--- src/verilog/cmb_pkg.sv ---
/*
  Shared constants and types for the controller mode command builder.
  Assumes the host writes a send block of 16-bit words, offset +0 first,
  and that controller-side transport sits beyond the command port.
*/
package cmb_pkg;

  // ----------------------------------------------------------------
  // Send block geometry
  // ----------------------------------------------------------------
  localparam int          WORD_W     = 16;
  localparam int          ADDR_W     = 7;
  localparam int          BLK_DEPTH  = 66;          // Words +0 to +65
  localparam logic [6:0]  OFF_COUNT  = 7'h00;       // Send word count
  localparam logic [6:0]  OFF_UNITS  = 7'h01;       // Unit count
  localparam logic [6:0]  OFF_FIRST  = 7'h02;       // First unit record
  localparam logic [6:0]  HEAD_WORDS = 7'h02;

  // ----------------------------------------------------------------
  // Field limits, binary after BCD decode
  // ----------------------------------------------------------------
  localparam logic [13:0] UNITS_MIN   = 14'h0001;
  localparam logic [13:0] UNITS_MAX   = 14'h0020;   // 32 units
  localparam logic [6:0]  UNIT_NO_MAX = 7'h1f;      // Unit 31
  localparam logic [13:0] PATTERN_MAX = 14'h003f;   // Pattern/bank 63
  localparam logic [13:0] PID_SET_MAX = 14'h0008;   // PID set 8

  // ----------------------------------------------------------------
  // Sequence numbers, three BCD digits
  // ----------------------------------------------------------------
  localparam logic [11:0] SEQ_EXT_SET   = 12'h270;
  localparam logic [11:0] SEQ_RUN       = 12'h271;
  localparam logic [11:0] SEQ_STOP      = 12'h272;
  localparam logic [11:0] SEQ_AUTO      = 12'h273;
  localparam logic [11:0] SEQ_MANUAL    = 12'h274;
  localparam logic [11:0] SEQ_AT_START  = 12'h275;
  localparam logic [11:0] SEQ_AT_CANCEL = 12'h276;

  // ----------------------------------------------------------------
  // Setting mode status codes, two BCD digits
  // ----------------------------------------------------------------
  localparam logic [7:0]  MODE_LOCAL    = 8'h00;
  localparam logic [7:0]  MODE_REMOTE   = 8'h01;
  localparam logic [7:0]  MODE_EXTERNAL = 8'h02;

  // ----------------------------------------------------------------
  // Reset values
  // ----------------------------------------------------------------
  localparam logic [15:0] RECV_WORDS_NONE = 16'h0000;
  localparam logic [7:0]  MODE_RESET      = 8'h00;

  // Commands presented to the controller side
  typedef enum logic [2:0] {
    CMD_EXT_SET,
    CMD_RUN,
    CMD_STOP,
    CMD_AUTO,
    CMD_MANUAL,
    CMD_AT_START,
    CMD_AT_CANCEL
  } cmb_cmd_type;

endpackage

--- src/verilog/cmb_block_ram.sv ---
/*
  Send block store: one write port for the host, one read port for the
  interpreter. Read data come out of a register one cycle after rd_en.
  Assumes a single clock and no simultaneous need for read-during-write.
*/
`timescale 1ns/10ps
module cmb_block_ram
(
  // Clock
  input  logic                          clock,
  // Host write side
  input  logic                          wr_en,
  input  logic [cmb_pkg::ADDR_W-1:0]    wr_addr,
  input  logic [cmb_pkg::WORD_W-1:0]    wr_data,
  // Interpreter read side
  input  logic                          rd_en,
  input  logic [cmb_pkg::ADDR_W-1:0]    rd_addr,
  output logic [cmb_pkg::WORD_W-1:0]    rd_data
);

  logic [cmb_pkg::WORD_W-1:0] mem [cmb_pkg::BLK_DEPTH];

  // ----------------------------------------------------------------
  // Storage; no reset, content is defined by the host before a call
  // ----------------------------------------------------------------
  always_ff @(posedge clock)
  begin
    if (wr_en && (wr_addr < 7'(cmb_pkg::BLK_DEPTH)))
      mem[wr_addr] <= wr_data;
    if (rd_en)
      rd_data <= (rd_addr < 7'(cmb_pkg::BLK_DEPTH)) ? mem[rd_addr] : '0;
  end

endmodule

--- src/verilog/cmb_command_builder.sv ---
/*
  Controller mode command builder: checks a send block for one of the
  mode and control sequences and issues one command per listed unit.
  Assumes the host fills the block before pulsing call_start and leaves
  it untouched while call_busy is high; the controller side takes a
  command when cmd_valid and cmd_ready are both high.
*/
// Overview of operation
// RULE1: Sequence 270 sends an external-setting-mode command to each listed unit.
// RULE2: Word +0 holds total send words in BCD; unit count plus two.
// RULE3: Word +1 holds unit count in BCD, 0001 to 0032.
// RULE4: Single-word layout: unit numbers 00 to 31 from +2, last at +33.
// RULE5: Sequence 271 runs units; unit plus pattern/bank 0000-0063, twice plus two.
// RULE6: Sequence 272 stops control on each listed unit, one word per unit.
// RULE7: Sequence 273 switches each listed unit to automatic control.
// RULE8: Sequence 274 switches each listed unit to manual control.
// RULE9: Sequence 275 starts tuning; unit plus PID set 0000-0008 per unit.
// RULE10: Sequence 276 cancels tuning on each listed unit, one word per unit.
// RULE11: These sequences return no data words to the host.
// RULE12: Setting mode status codes: 00 local, 01 remote, 02 external.
// RULE13: Blocks with bad count, non-BCD digits or out-of-range values issue nothing.
// RULE14: Commands go out one at a time in send block order.
`timescale 1ns/10ps
module cmb_command_builder
(
  // Clock and reset
  input  logic                          clock,
  input  logic                          rst_n,
  // Host send block write port
  input  logic                          blk_wr_en,
  input  logic [cmb_pkg::ADDR_W-1:0]    blk_wr_addr,
  input  logic [cmb_pkg::WORD_W-1:0]    blk_wr_data,
  // Sequence call
  input  logic                          call_start,
  input  logic [11:0]                   call_seq,
  // Call status
  output logic                          call_busy,
  output logic                          call_done,
  output logic                          call_error,
  output logic [15:0]                   recv_word_count,
  output logic [7:0]                    setting_mode_status,
  // Controller command port
  output logic                          cmd_valid,
  output cmb_pkg::cmb_cmd_type          cmd_code,
  output logic [4:0]                    cmd_unit,
  output logic [6:0]                    cmd_arg,
  input  logic                          cmd_ready
);

  typedef enum {S_IDLE, S_RD_REQ, S_RD_USE, S_CHECK, S_ISSUE} cmb_state_type;

  cmb_state_type              state, next_state;
  logic [6:0]                 ptr, next_ptr;
  logic [6:0]                 last_ptr, next_last_ptr;
  logic [13:0]                count, next_count;
  logic                       pair, next_pair;        // Two words per unit
  logic                       issuing, next_issuing;
  logic                       bad, next_bad;
  logic [11:0]                seq, next_seq;
  logic                       rd_en;
  logic [15:0]                rd_data;
  logic                       next_busy, next_done, next_error, next_cmd_valid;
  cmb_pkg::cmb_cmd_type       next_cmd_code;
  logic [4:0]                 next_cmd_unit;
  logic [6:0]                 next_cmd_arg;
  logic [7:0]                 next_mode;
  logic [13:0]                units_bin;
  logic [6:0]                 total;
  logic [13:0]                word_val;               // Whole word as binary
  logic [13:0]                unit_val;               // Low byte only, as binary

  // ----------------------------------------------------------------
  // BCD helpers
  // ----------------------------------------------------------------
  function automatic logic bcd_ok(input logic [15:0] w);
    bcd_ok = (w[3:0] < 4'ha) && (w[7:4] < 4'ha) && (w[11:8] < 4'ha) && (w[15:12] < 4'ha);
  endfunction

  function automatic logic [13:0] bcd_val(input logic [15:0] w);
    // Widen each digit first so no partial product wraps
    bcd_val = 14'(w[15:12]) * 14'h3e8 + 14'(w[11:8]) * 14'h064
            + 14'(w[7:4]) * 14'h00a + 14'(w[3:0]);
  endfunction

  cmb_block_ram u_ram
  (
    .clock   (clock),
    .wr_en   (blk_wr_en),
    .wr_addr (blk_wr_addr),
    .wr_data (blk_wr_data),
    .rd_en   (rd_en),
    .rd_addr (ptr),
    .rd_data (rd_data)
  );

  // Expected block length from the unit count just read
  assign units_bin = bcd_val(rd_data);
  assign word_val  = bcd_val(rd_data);
  assign unit_val  = bcd_val({8'h00, rd_data[7:0]});
  assign total     = pair ? 7'((units_bin[5:0] << 1) + cmb_pkg::HEAD_WORDS)
                          : 7'(units_bin[5:0] + cmb_pkg::HEAD_WORDS);

  // ----------------------------------------------------------------
  // Sequencer: validate pass, then issue pass over the same block
  // ----------------------------------------------------------------
  always_comb
  begin
    next_state     = state;
    next_ptr       = ptr;
    next_last_ptr  = last_ptr;
    next_count     = count;
    next_pair      = pair;
    next_issuing   = issuing;
    next_bad       = bad;
    next_seq       = seq;
    next_done      = 1'b0;
    next_error     = 1'b0;
    next_cmd_valid = cmd_valid;
    next_cmd_code  = cmd_code;
    next_cmd_unit  = cmd_unit;
    next_cmd_arg   = cmd_arg;
    next_mode      = setting_mode_status;
    rd_en          = 1'b0;
    unique case (state)
      S_IDLE:
      begin
        if (call_start)
        begin
          next_seq     = call_seq;
          next_ptr     = cmb_pkg::OFF_COUNT;
          next_issuing = 1'b0;
          next_bad     = 1'b0;
          next_pair    = (call_seq == cmb_pkg::SEQ_RUN) || (call_seq == cmb_pkg::SEQ_AT_START);
          next_state   = S_RD_REQ;
          // Sequence to command mapping
          unique case (call_seq)
            cmb_pkg::SEQ_EXT_SET:   next_cmd_code = cmb_pkg::CMD_EXT_SET;   // RULE1
            cmb_pkg::SEQ_RUN:       next_cmd_code = cmb_pkg::CMD_RUN;       // RULE5
            cmb_pkg::SEQ_STOP:      next_cmd_code = cmb_pkg::CMD_STOP;      // RULE6
            cmb_pkg::SEQ_AUTO:      next_cmd_code = cmb_pkg::CMD_AUTO;      // RULE7
            cmb_pkg::SEQ_MANUAL:    next_cmd_code = cmb_pkg::CMD_MANUAL;    // RULE8
            cmb_pkg::SEQ_AT_START:  next_cmd_code = cmb_pkg::CMD_AT_START;  // RULE9
            cmb_pkg::SEQ_AT_CANCEL: next_cmd_code = cmb_pkg::CMD_AT_CANCEL; // RULE10
            default:
            begin
              // Unknown sequence: refuse at once, nothing issued
              next_state = S_IDLE;
              next_done  = 1'b1;
              next_error = 1'b1;
            end
          endcase
        end
      end
      S_RD_REQ:
      begin
        rd_en      = 1'b1;
        next_state = S_RD_USE;
      end
      S_RD_USE:
      begin
        if (!issuing)
        begin
          next_ptr   = 7'(ptr + 7'h01);
          next_state = S_RD_REQ;
          if (ptr == cmb_pkg::OFF_COUNT)
          begin
            next_count = bcd_val(rd_data);
            next_bad   = !bcd_ok(rd_data);
          end
          else if (ptr == cmb_pkg::OFF_UNITS)
          begin
            // Count must match the layout of this sequence
            next_last_ptr = 7'(total - 7'h01);
            if (!bcd_ok(rd_data) || (units_bin < cmb_pkg::UNITS_MIN)
                || (units_bin > cmb_pkg::UNITS_MAX) || (count != {7'h00, total}))
            begin
              next_bad   = 1'b1;                          // RULE13
              next_state = S_CHECK;
            end
          end
          else
          begin
            if (pair && ptr[0])
            begin
              // Pattern/bank or PID set word
              if (!bcd_ok(rd_data) || (bcd_val(rd_data) > ((seq == cmb_pkg::SEQ_RUN)
                  ? cmb_pkg::PATTERN_MAX : cmb_pkg::PID_SET_MAX)))
                next_bad = 1'b1;                          // RULE13
            end
            else if (!bcd_ok({8'h00, rd_data[7:0]})
                     || (bcd_val({8'h00, rd_data[7:0]}) > {7'h00, cmb_pkg::UNIT_NO_MAX}))
              next_bad = 1'b1;                            // RULE13
            if (ptr == last_ptr)
              next_state = S_CHECK;
          end
        end
        else if (pair && ptr[0])
        begin
          next_cmd_arg   = word_val[6:0];                 // RULE5 RULE9
          next_cmd_valid = 1'b1;
          next_state     = S_ISSUE;
        end
        else
        begin
          // Upper byte of a unit word is undefined and ignored
          next_cmd_unit = unit_val[4:0];
          next_cmd_arg  = 7'h00;
          if (pair)
          begin
            next_ptr   = 7'(ptr + 7'h01);
            next_state = S_RD_REQ;
          end
          else
          begin
            next_cmd_valid = 1'b1;
            next_state     = S_ISSUE;
          end
        end
      end
      S_CHECK:
      begin
        if (bad)
        begin
          next_state = S_IDLE;                            // RULE13
          next_done  = 1'b1;
          next_error = 1'b1;
        end
        else
        begin
          next_issuing = 1'b1;
          next_ptr     = cmb_pkg::OFF_FIRST;
          next_state   = S_RD_REQ;
        end
      end
      S_ISSUE:
      begin
        // One command in flight; the next unit waits for acceptance
        if (cmd_ready)
        begin
          next_cmd_valid = 1'b0;                          // RULE14
          if (ptr == last_ptr)
          begin
            next_state = S_IDLE;
            next_done  = 1'b1;
            if (seq == cmb_pkg::SEQ_EXT_SET)
              next_mode = cmb_pkg::MODE_EXTERNAL;         // RULE12
          end
          else
          begin
            next_ptr   = 7'(ptr + 7'h01);
            next_state = S_RD_REQ;
          end
        end
      end
    endcase
    next_busy = (next_state != S_IDLE);
  end

  // ----------------------------------------------------------------
  // State registers
  // ----------------------------------------------------------------
  always_ff @(posedge clock or negedge rst_n)
  begin
    if (!rst_n)
    begin
      state               <= S_IDLE;
      ptr                 <= 7'h00;
      last_ptr            <= 7'h00;
      count               <= 14'h0000;
      pair                <= 1'b0;
      issuing             <= 1'b0;
      bad                 <= 1'b0;
      seq                 <= 12'h000;
      call_busy           <= 1'b0;
      call_done           <= 1'b0;
      call_error          <= 1'b0;
      recv_word_count     <= cmb_pkg::RECV_WORDS_NONE;
      setting_mode_status <= cmb_pkg::MODE_RESET;
      cmd_valid           <= 1'b0;
      cmd_code            <= cmb_pkg::CMD_EXT_SET;
      cmd_unit            <= 5'h00;
      cmd_arg             <= 7'h00;
    end
    else
    begin
      state               <= next_state;
      ptr                 <= next_ptr;
      last_ptr            <= next_last_ptr;
      count               <= next_count;
      pair                <= next_pair;
      issuing             <= next_issuing;
      bad                 <= next_bad;
      seq                 <= next_seq;
      call_busy           <= next_busy;
      call_done           <= next_done;
      call_error          <= next_error;
      recv_word_count     <= cmb_pkg::RECV_WORDS_NONE; // RULE11
      setting_mode_status <= next_mode;
      cmd_valid           <= next_cmd_valid;
      cmd_code            <= next_cmd_code;
      cmd_unit            <= next_cmd_unit;
      cmd_arg             <= next_cmd_arg;
    end
  end

  // Helper: any command shown during the current call
  logic issued;
  always_ff @(posedge clock or negedge rst_n)
  begin
    if (!rst_n)
      issued <= 1'b0;
    else if (call_start && !call_busy)
      issued <= 1'b0;
    else if (cmd_valid)
      issued <= 1'b1;
  end
endmodule

--- config.mk ---
export PLATFORM = sky130hd
export DESIGN_NAME = cmb_command_builder
export DESIGN_NICKNAME = d
export VERILOG_FILES = /design/src/verilog/cmb_pkg.sv /design/src/verilog/cmb_block_ram.sv /design/src/verilog/cmb_command_builder.sv
export SDC_FILE = /design/constraint.sdc
export NUM_CORES = 1
export LEC_CHECK = 0
export ABC_AREA = 0
export BUFFER_PORTS_ARGS = -buffer_cell sky130_fd_sc_hd__buf_2
export CAP_MARGIN = 20
export CORE_MARGIN = 2
export CORE_UTILIZATION = 50
export CTS_CLUSTER_DIAMETER = 30
export DETAILED_ROUTE_END_ITERATION = 8
export PLACE_DENSITY = 0.69
export SLEW_MARGIN = 30
export SYNTH_ARGS = -nofsm -noshare
export SYNTH_HDL_FRONTEND = slang
export SYNTH_SLANG_ARGS = --single-unit
export TNS_END_PERCENT = 1
--- constraint.sdc ---
create_clock -name clock -period 6.74 [get_ports clock]
set_input_delay 0.337 -clock clock [delete_from_list [all_inputs] [get_ports clock]]
set_output_delay 0.337 -clock clock [all_outputs]
set_load 0.005 [all_outputs]
==> metrics.txt <==
# TYPE chip_impl_metric gauge
chip_impl_metric{name="detailedPlace.worstSlack",unit="ps"} 1580
chip_impl_info{name="dominant_register_cell_in_the_synthesized_netlist",value="sky130_fd_sc_hd__edfxtp_1"} 1
chip_impl_metric{name="required",unit="ps"} 7380
chip_impl_metric{name="die_h",unit="um"} 313
chip_impl_metric{name="finalNetCount",unit=""} 2851
chip_impl_metric{name="power.switching_fraction",unit="%"} 32.2
chip_impl_metric{name="drt_drc_violations_left",unit=""} 0
chip_impl_info{name="reg2reg_launch_point",value="u_ram.rd_data[13]"} 1
chip_impl_info{name="crit_path_cell_trace",value="fa_1 -> inv_1 -> fa_1 -> inv_1 -> ha_1 -> nor2b_1 -> o21ai_0 -> nand2b_1 -> xnor2_1 -> ha_1 -> ha_1 -> ha_1 -> a21o_1 -> o41ai_1 -> o21bai_1 -> a21oi_1 -> xnor2_1 -> a41o_1 -> nand4b_1"} 1
chip_impl_metric{name="crit_path_max_fanout",unit=""} 6
chip_impl_metric{name="detailed_place_hpwl",unit="mm"} 62.3
chip_impl_metric{name="p_sw",unit="uW"} 8810
chip_impl_metric{name="all_layer_global_routing_usage",unit="%"} 22.5
chip_impl_info{name="crit_family",value="adder cells"} 1
chip_impl_metric{name="reg2reg_depth",unit=""} 19
chip_impl_metric{name="design.portCount",unit=""} 83
chip_impl_metric{name="drt_iter0_markers",unit=""} 2378
chip_impl_metric{name="rows",unit=""} 113
chip_impl_metric{name="combPwrFrac",unit="%"} 31.6
chip_impl_metric{name="worstPathBufferInverterCount",unit=""} 2
chip_impl_metric{name="final.fill_count",unit=""} 6602
chip_impl_metric{name="cts-root-to-sink-buffers",unit=""} 3
chip_impl_info{name="clockRootBuffer",value="sky130_fd_sc_hd__clkbuf_16"} 1
chip_impl_metric{name="timing.critical_path.slowest_cell_delay",unit="ps"} 650
chip_impl_info{name="startpoint",value="u_ram.rd_data[13]"} 1
chip_impl_metric{name="post-route-util",unit="%"} 60.0
chip_impl_metric{name="route.vias.total",unit=""} 24800
chip_impl_metric{name="first_global_vias",unit=""} 25800
chip_impl_metric{name="sequential_cell_area",unit="mm^2"} 0.0346
chip_impl_metric{name="place_congestion",unit=""} 0.847
chip_impl_metric{name="drive_gt1_share",unit="%"} 28.2
chip_impl_metric{name="syn_to_final_growth",unit="%"} 19.3
chip_impl_metric{name="p_int",unit="uW"} 18600
chip_impl_metric{name="io_buffers",unit=""} 59
chip_impl_info{name="critical-path-slowest-cell",value="sky130_fd_sc_hd__fa_1"} 1
chip_impl_metric{name="finalHoldViolations",unit=""} 0
chip_impl_metric{name="final_cycle_share",unit="%"} 76.6
chip_impl_metric{name="worstSetupPathDepth",unit=""} 19
chip_impl_metric{name="num_antenna_cells",unit=""} 0
chip_impl_metric{name="crit_arrival",unit="ps"} 5800
chip_impl_metric{name="postSynthRegisterBits",unit=""} 1167
chip_impl_metric{name="grt_pass1_wl",unit="mm"} 163
chip_impl_info{name="worst_setup_path_end_kind",value="flip-flop"} 1
chip_impl_metric{name="synth_edf_count",unit=""} 1072
chip_impl_info{name="min-delay-path-class",value="in -> async"} 1
chip_impl_metric{name="syn-mean-instance-area",unit="um^2"} 19.4
chip_impl_metric{name="synth.cell_area",unit="mm^2"} 0.0477
chip_impl_metric{name="route.detailed.wl_per_inst",unit="um"} 26.1
chip_impl_metric{name="slew_headroom",unit="%"} 31.1
chip_impl_metric{name="period_minus_slack",unit="ps"} 5160
chip_impl_metric{name="start_util",unit="%"} 50.3
chip_impl_metric{name="grt_antenna_before_repair",unit=""} 3
chip_impl_metric{name="multiInputGateArea",unit="mm^2"} 0.0122
chip_impl_metric{name="finalMaxSlewViolations",unit=""} 0
chip_impl_metric{name="max-vdd-ir-drop",unit="mV"} 0.797
chip_impl_metric{name="maxCapViolCount",unit=""} 0
chip_impl_metric{name="power.share.clock",unit="%"} 37.7
chip_impl_metric{name="ctsHtreeMaxLevel",unit=""} 4
chip_impl_metric{name="final.setup.worst_slack",unit="ps"} 1580
chip_impl_metric{name="timing.fmax",unit="GHz"} 0.194
chip_impl_info{name="cts_tree",value="built"} 1
chip_impl_metric{name="holdWs",unit="ps"} 48.3
chip_impl_metric{name="cts_made_buffers",unit=""} 206
chip_impl_info{name="timing.critical_path.from_type",value="flip-flop"} 1
chip_impl_metric{name="netlist_instances",unit=""} 2463
chip_impl_info{name="setup.worst_path.class",value="reg -> reg"} 1
chip_impl_metric{name="fp.dieArea",unit="mm^2"} 0.0980
chip_impl_metric{name="power.leakage",unit="uW"} 0.0194
chip_impl_metric{name="postCtsSetupRepairBufs",unit=""} 0
chip_impl_metric{name="cts.sink_count",unit=""} 1167
chip_impl_metric{name="setup_viol",unit=""} 0
chip_impl_metric{name="core_area",unit="mm^2"} 0.0949
chip_impl_metric{name="detail_route.first_pass.iterations",unit=""} 6
chip_impl_metric{name="pwr-share-seq",unit="%"} 30.7
chip_impl_metric{name="grt_max_degree",unit=""} 84
chip_impl_metric{name="synth-async-reset-ratio",unit="%"} 8.14
chip_impl_metric{name="chipWidth",unit="um"} 313
chip_impl_metric{name="pwr_density_cell",unit="mW/mm^2"} 481
chip_impl_info{name="outcome",value="finished clean"} 1
chip_impl_metric{name="route.final.wire_length",unit="mm"} 109
chip_impl_metric{name="synth.lib_cells_used.distinct",unit=""} 72
chip_impl_metric{name="clk-insertion-delay-late",unit="ps"} 800
chip_impl_info{name="top_cell_by_count_worst_path",value="sky130_fd_sc_hd__ha_1"} 1
chip_impl_metric{name="fin_skew",unit="ps"} 61.5
chip_impl_metric{name="drt.antenna.violating_nets",unit=""} 0
chip_impl_metric{name="cts_clk_pin_slew_worst_paths",unit="ps"} 40
chip_impl_metric{name="synth_seq_area_share",unit="%"} 72.4
chip_impl_metric{name="synth-warning-count",unit=""} 0
chip_impl_metric{name="grt_overflow",unit=""} 0
chip_impl_metric{name="detail_route.vias_per_cell",unit=""} 5.95
chip_impl_info{name="unrepaired_setup_endpoints_after_global_routing",value="no"} 1
chip_impl_metric{name="fin_tns_setup",unit="ps"} 0
chip_impl_metric{name="max_slew.worst_pin.slew",unit="ps"} 1030
==> stage by stage <==
step / instance area, um^2 / total power, uW / std cells
4_1_cts: 56900 / 27500 / 4169
6_report: 56900 / 27400 / 4172
3_3_place_gp: 49700 / 16900 / 3767
5_1_grt: 56900 / 28700 / 4172
3_5_place_dp: 49700 / 17100 / 3768
2_1_floorplan: 47800 / 15100 / 2485
==> per-layer routing <==
| metal | global-route usage [%] | part of all wire (%) |
|---|---|---|
| met2 | 36.7 | 50 |
| met3 | 5.41 | 7.3 |
| met4 | 7.97 | 2.8 |
| met5 | 0 | 0.031 |
| met1 | 29.9 | 40 |
==> final cells by class <==
cell class                      instances  share of cell area (%)
Clock buffer                          224                    9.35
Clock inverter                        161                    3.09
Inverter                               55                   0.363
Multi-Input combinational cell       1122                    21.4
Sequential cell                      1167                    60.7
Tap cell                             1265                    2.78
Timing Repair Buffer                  178                    2.29
==> cell families (layout without fill, tap and decap cells) <==
group | after synthesis | count (layout) | synth area share [%]
compound gates | 244 | 244 | 3.25
xor+xnor | 40 | 40 | 0.734
fa+ha+maj | 81 | 81 | 2.41
buf+inv | 196 | 618 | 2.30
flops | 1167 | 1167 | 72.4
mux | 411 | 411 | 15.6
other cells | 1 | 23 | 0.00785
simple gates | 323 | 323 | 3.34
==> cells in the mapped netlist (all sizes together), types with 4 or more instances <==
| cell type | number | share of area, % |
|---|---|---|
| a31oi | 4 | 0.052 |
| fa | 18 | 0.75 |
| inv | 54 | 0.42 |
| buf | 91 | 1.4 |
| nor3b | 4 | 0.063 |
| o21ai | 63 | 0.66 |
| xnor2 | 27 | 0.50 |
| o31ai | 11 | 0.17 |
| and3 | 6 | 0.079 |
| mux2 | 51 | 1.2 |
| clkbuf | 49 | 0.43 |
| dfrtp | 95 | 5.0 |
| nand2 | 75 | 0.59 |
| nor2 | 102 | 0.80 |
| nor2b | 45 | 0.59 |
| o22ai | 50 | 0.66 |
| ha | 63 | 1.7 |
| a221o | 5 | 0.11 |
| a221oi | 24 | 0.44 |
| or3 | 4 | 0.052 |
| a21o | 6 | 0.094 |
| nor4 | 11 | 0.19 |
| nand2b | 11 | 0.14 |
| edfxtp | 1072 | 67 |
| xor2 | 13 | 0.24 |
| nor3 | 17 | 0.18 |
| mux2i | 104 | 2.2 |
| nand3 | 23 | 0.24 |
| a211oi | 7 | 0.11 |
| a21oi | 50 | 0.52 |
| nand4 | 7 | 0.092 |
| mux4 | 256 | 12 |
==> power by group through the flow <==
stage          clock [uW]  sequential (uW)  combinational [uW]
2_1_floorplan           0             8400                6680
3_3_place_gp            0             8530                8390
3_5_place_dp            0             8550                8570
4_1_cts             10500             8410                8640
5_1_grt             10800             8440                9440
6_report            10300             8410                8650
==> state kept, by name, summed over array words and instances, names as in the netlist <==
signal               flops
last_ptr                 7
cmd_code                 3
setting_mode_status      1
u_ram.rd_data           16
bad                      1
call_error               1
cmd_unit                 5
state                   32
call_busy                1
cmd_valid                1
cmd_arg                  7
u_ram.mem             1056
pair                     1
call_done                1
seq                     12
issuing                  1
ptr                      7
count                   14
==> worst register-to-register path: cells and delay by family (launching register included) <==
kind                     cells  cell delay (ps)
buffers and inverters        2              150
XOR/XNOR                     2              330
AND/OR/NAND/NOR              3              370
flip-flops                   1              500
adder cells (fa/ha/maj)      6             2320
AO/OA/AOI/OAI                6             1410
==> path summary, 6_finish.rpt <==
kind / endpoint / slack (ps)
min reg2reg: cmd_arg[1] / 470
max reg2reg: call_busy / 1580
min in group clock: call_done / 60
min: seq[9] / 50
max in group asynchronous: ptr[1] / 5480
max: call_busy / 1580
==> placed cells by master (no fill, tap or decap), drive strengths merged, types with 45 or more instances in the layout <==
| cell | n |
|---|---|
| o22ai | 50 |
| mux4 | 256 |
| clkinv | 82 |
| mux2i | 104 |
| clkbuf | 225 |
| ha | 63 |
| nand2 | 75 |
| buf | 161 |
| a21oi | 50 |
| edfxtp | 1072 |
| inv | 86 |
| nor2 | 102 |
| mux2 | 51 |
| dfrtp | 95 |
| nor2b | 45 |
| o21ai | 63 |
==> timing repair <==
action | 4_1_cts | 5_1_grt
gates resized for setup | 0 | 0
endpoints found under the hold margin | 66 | 0
endpoints found under the setup margin | 0 | 0
hold buffers | 16 | 0
Power figures use the tool's default switching activity.
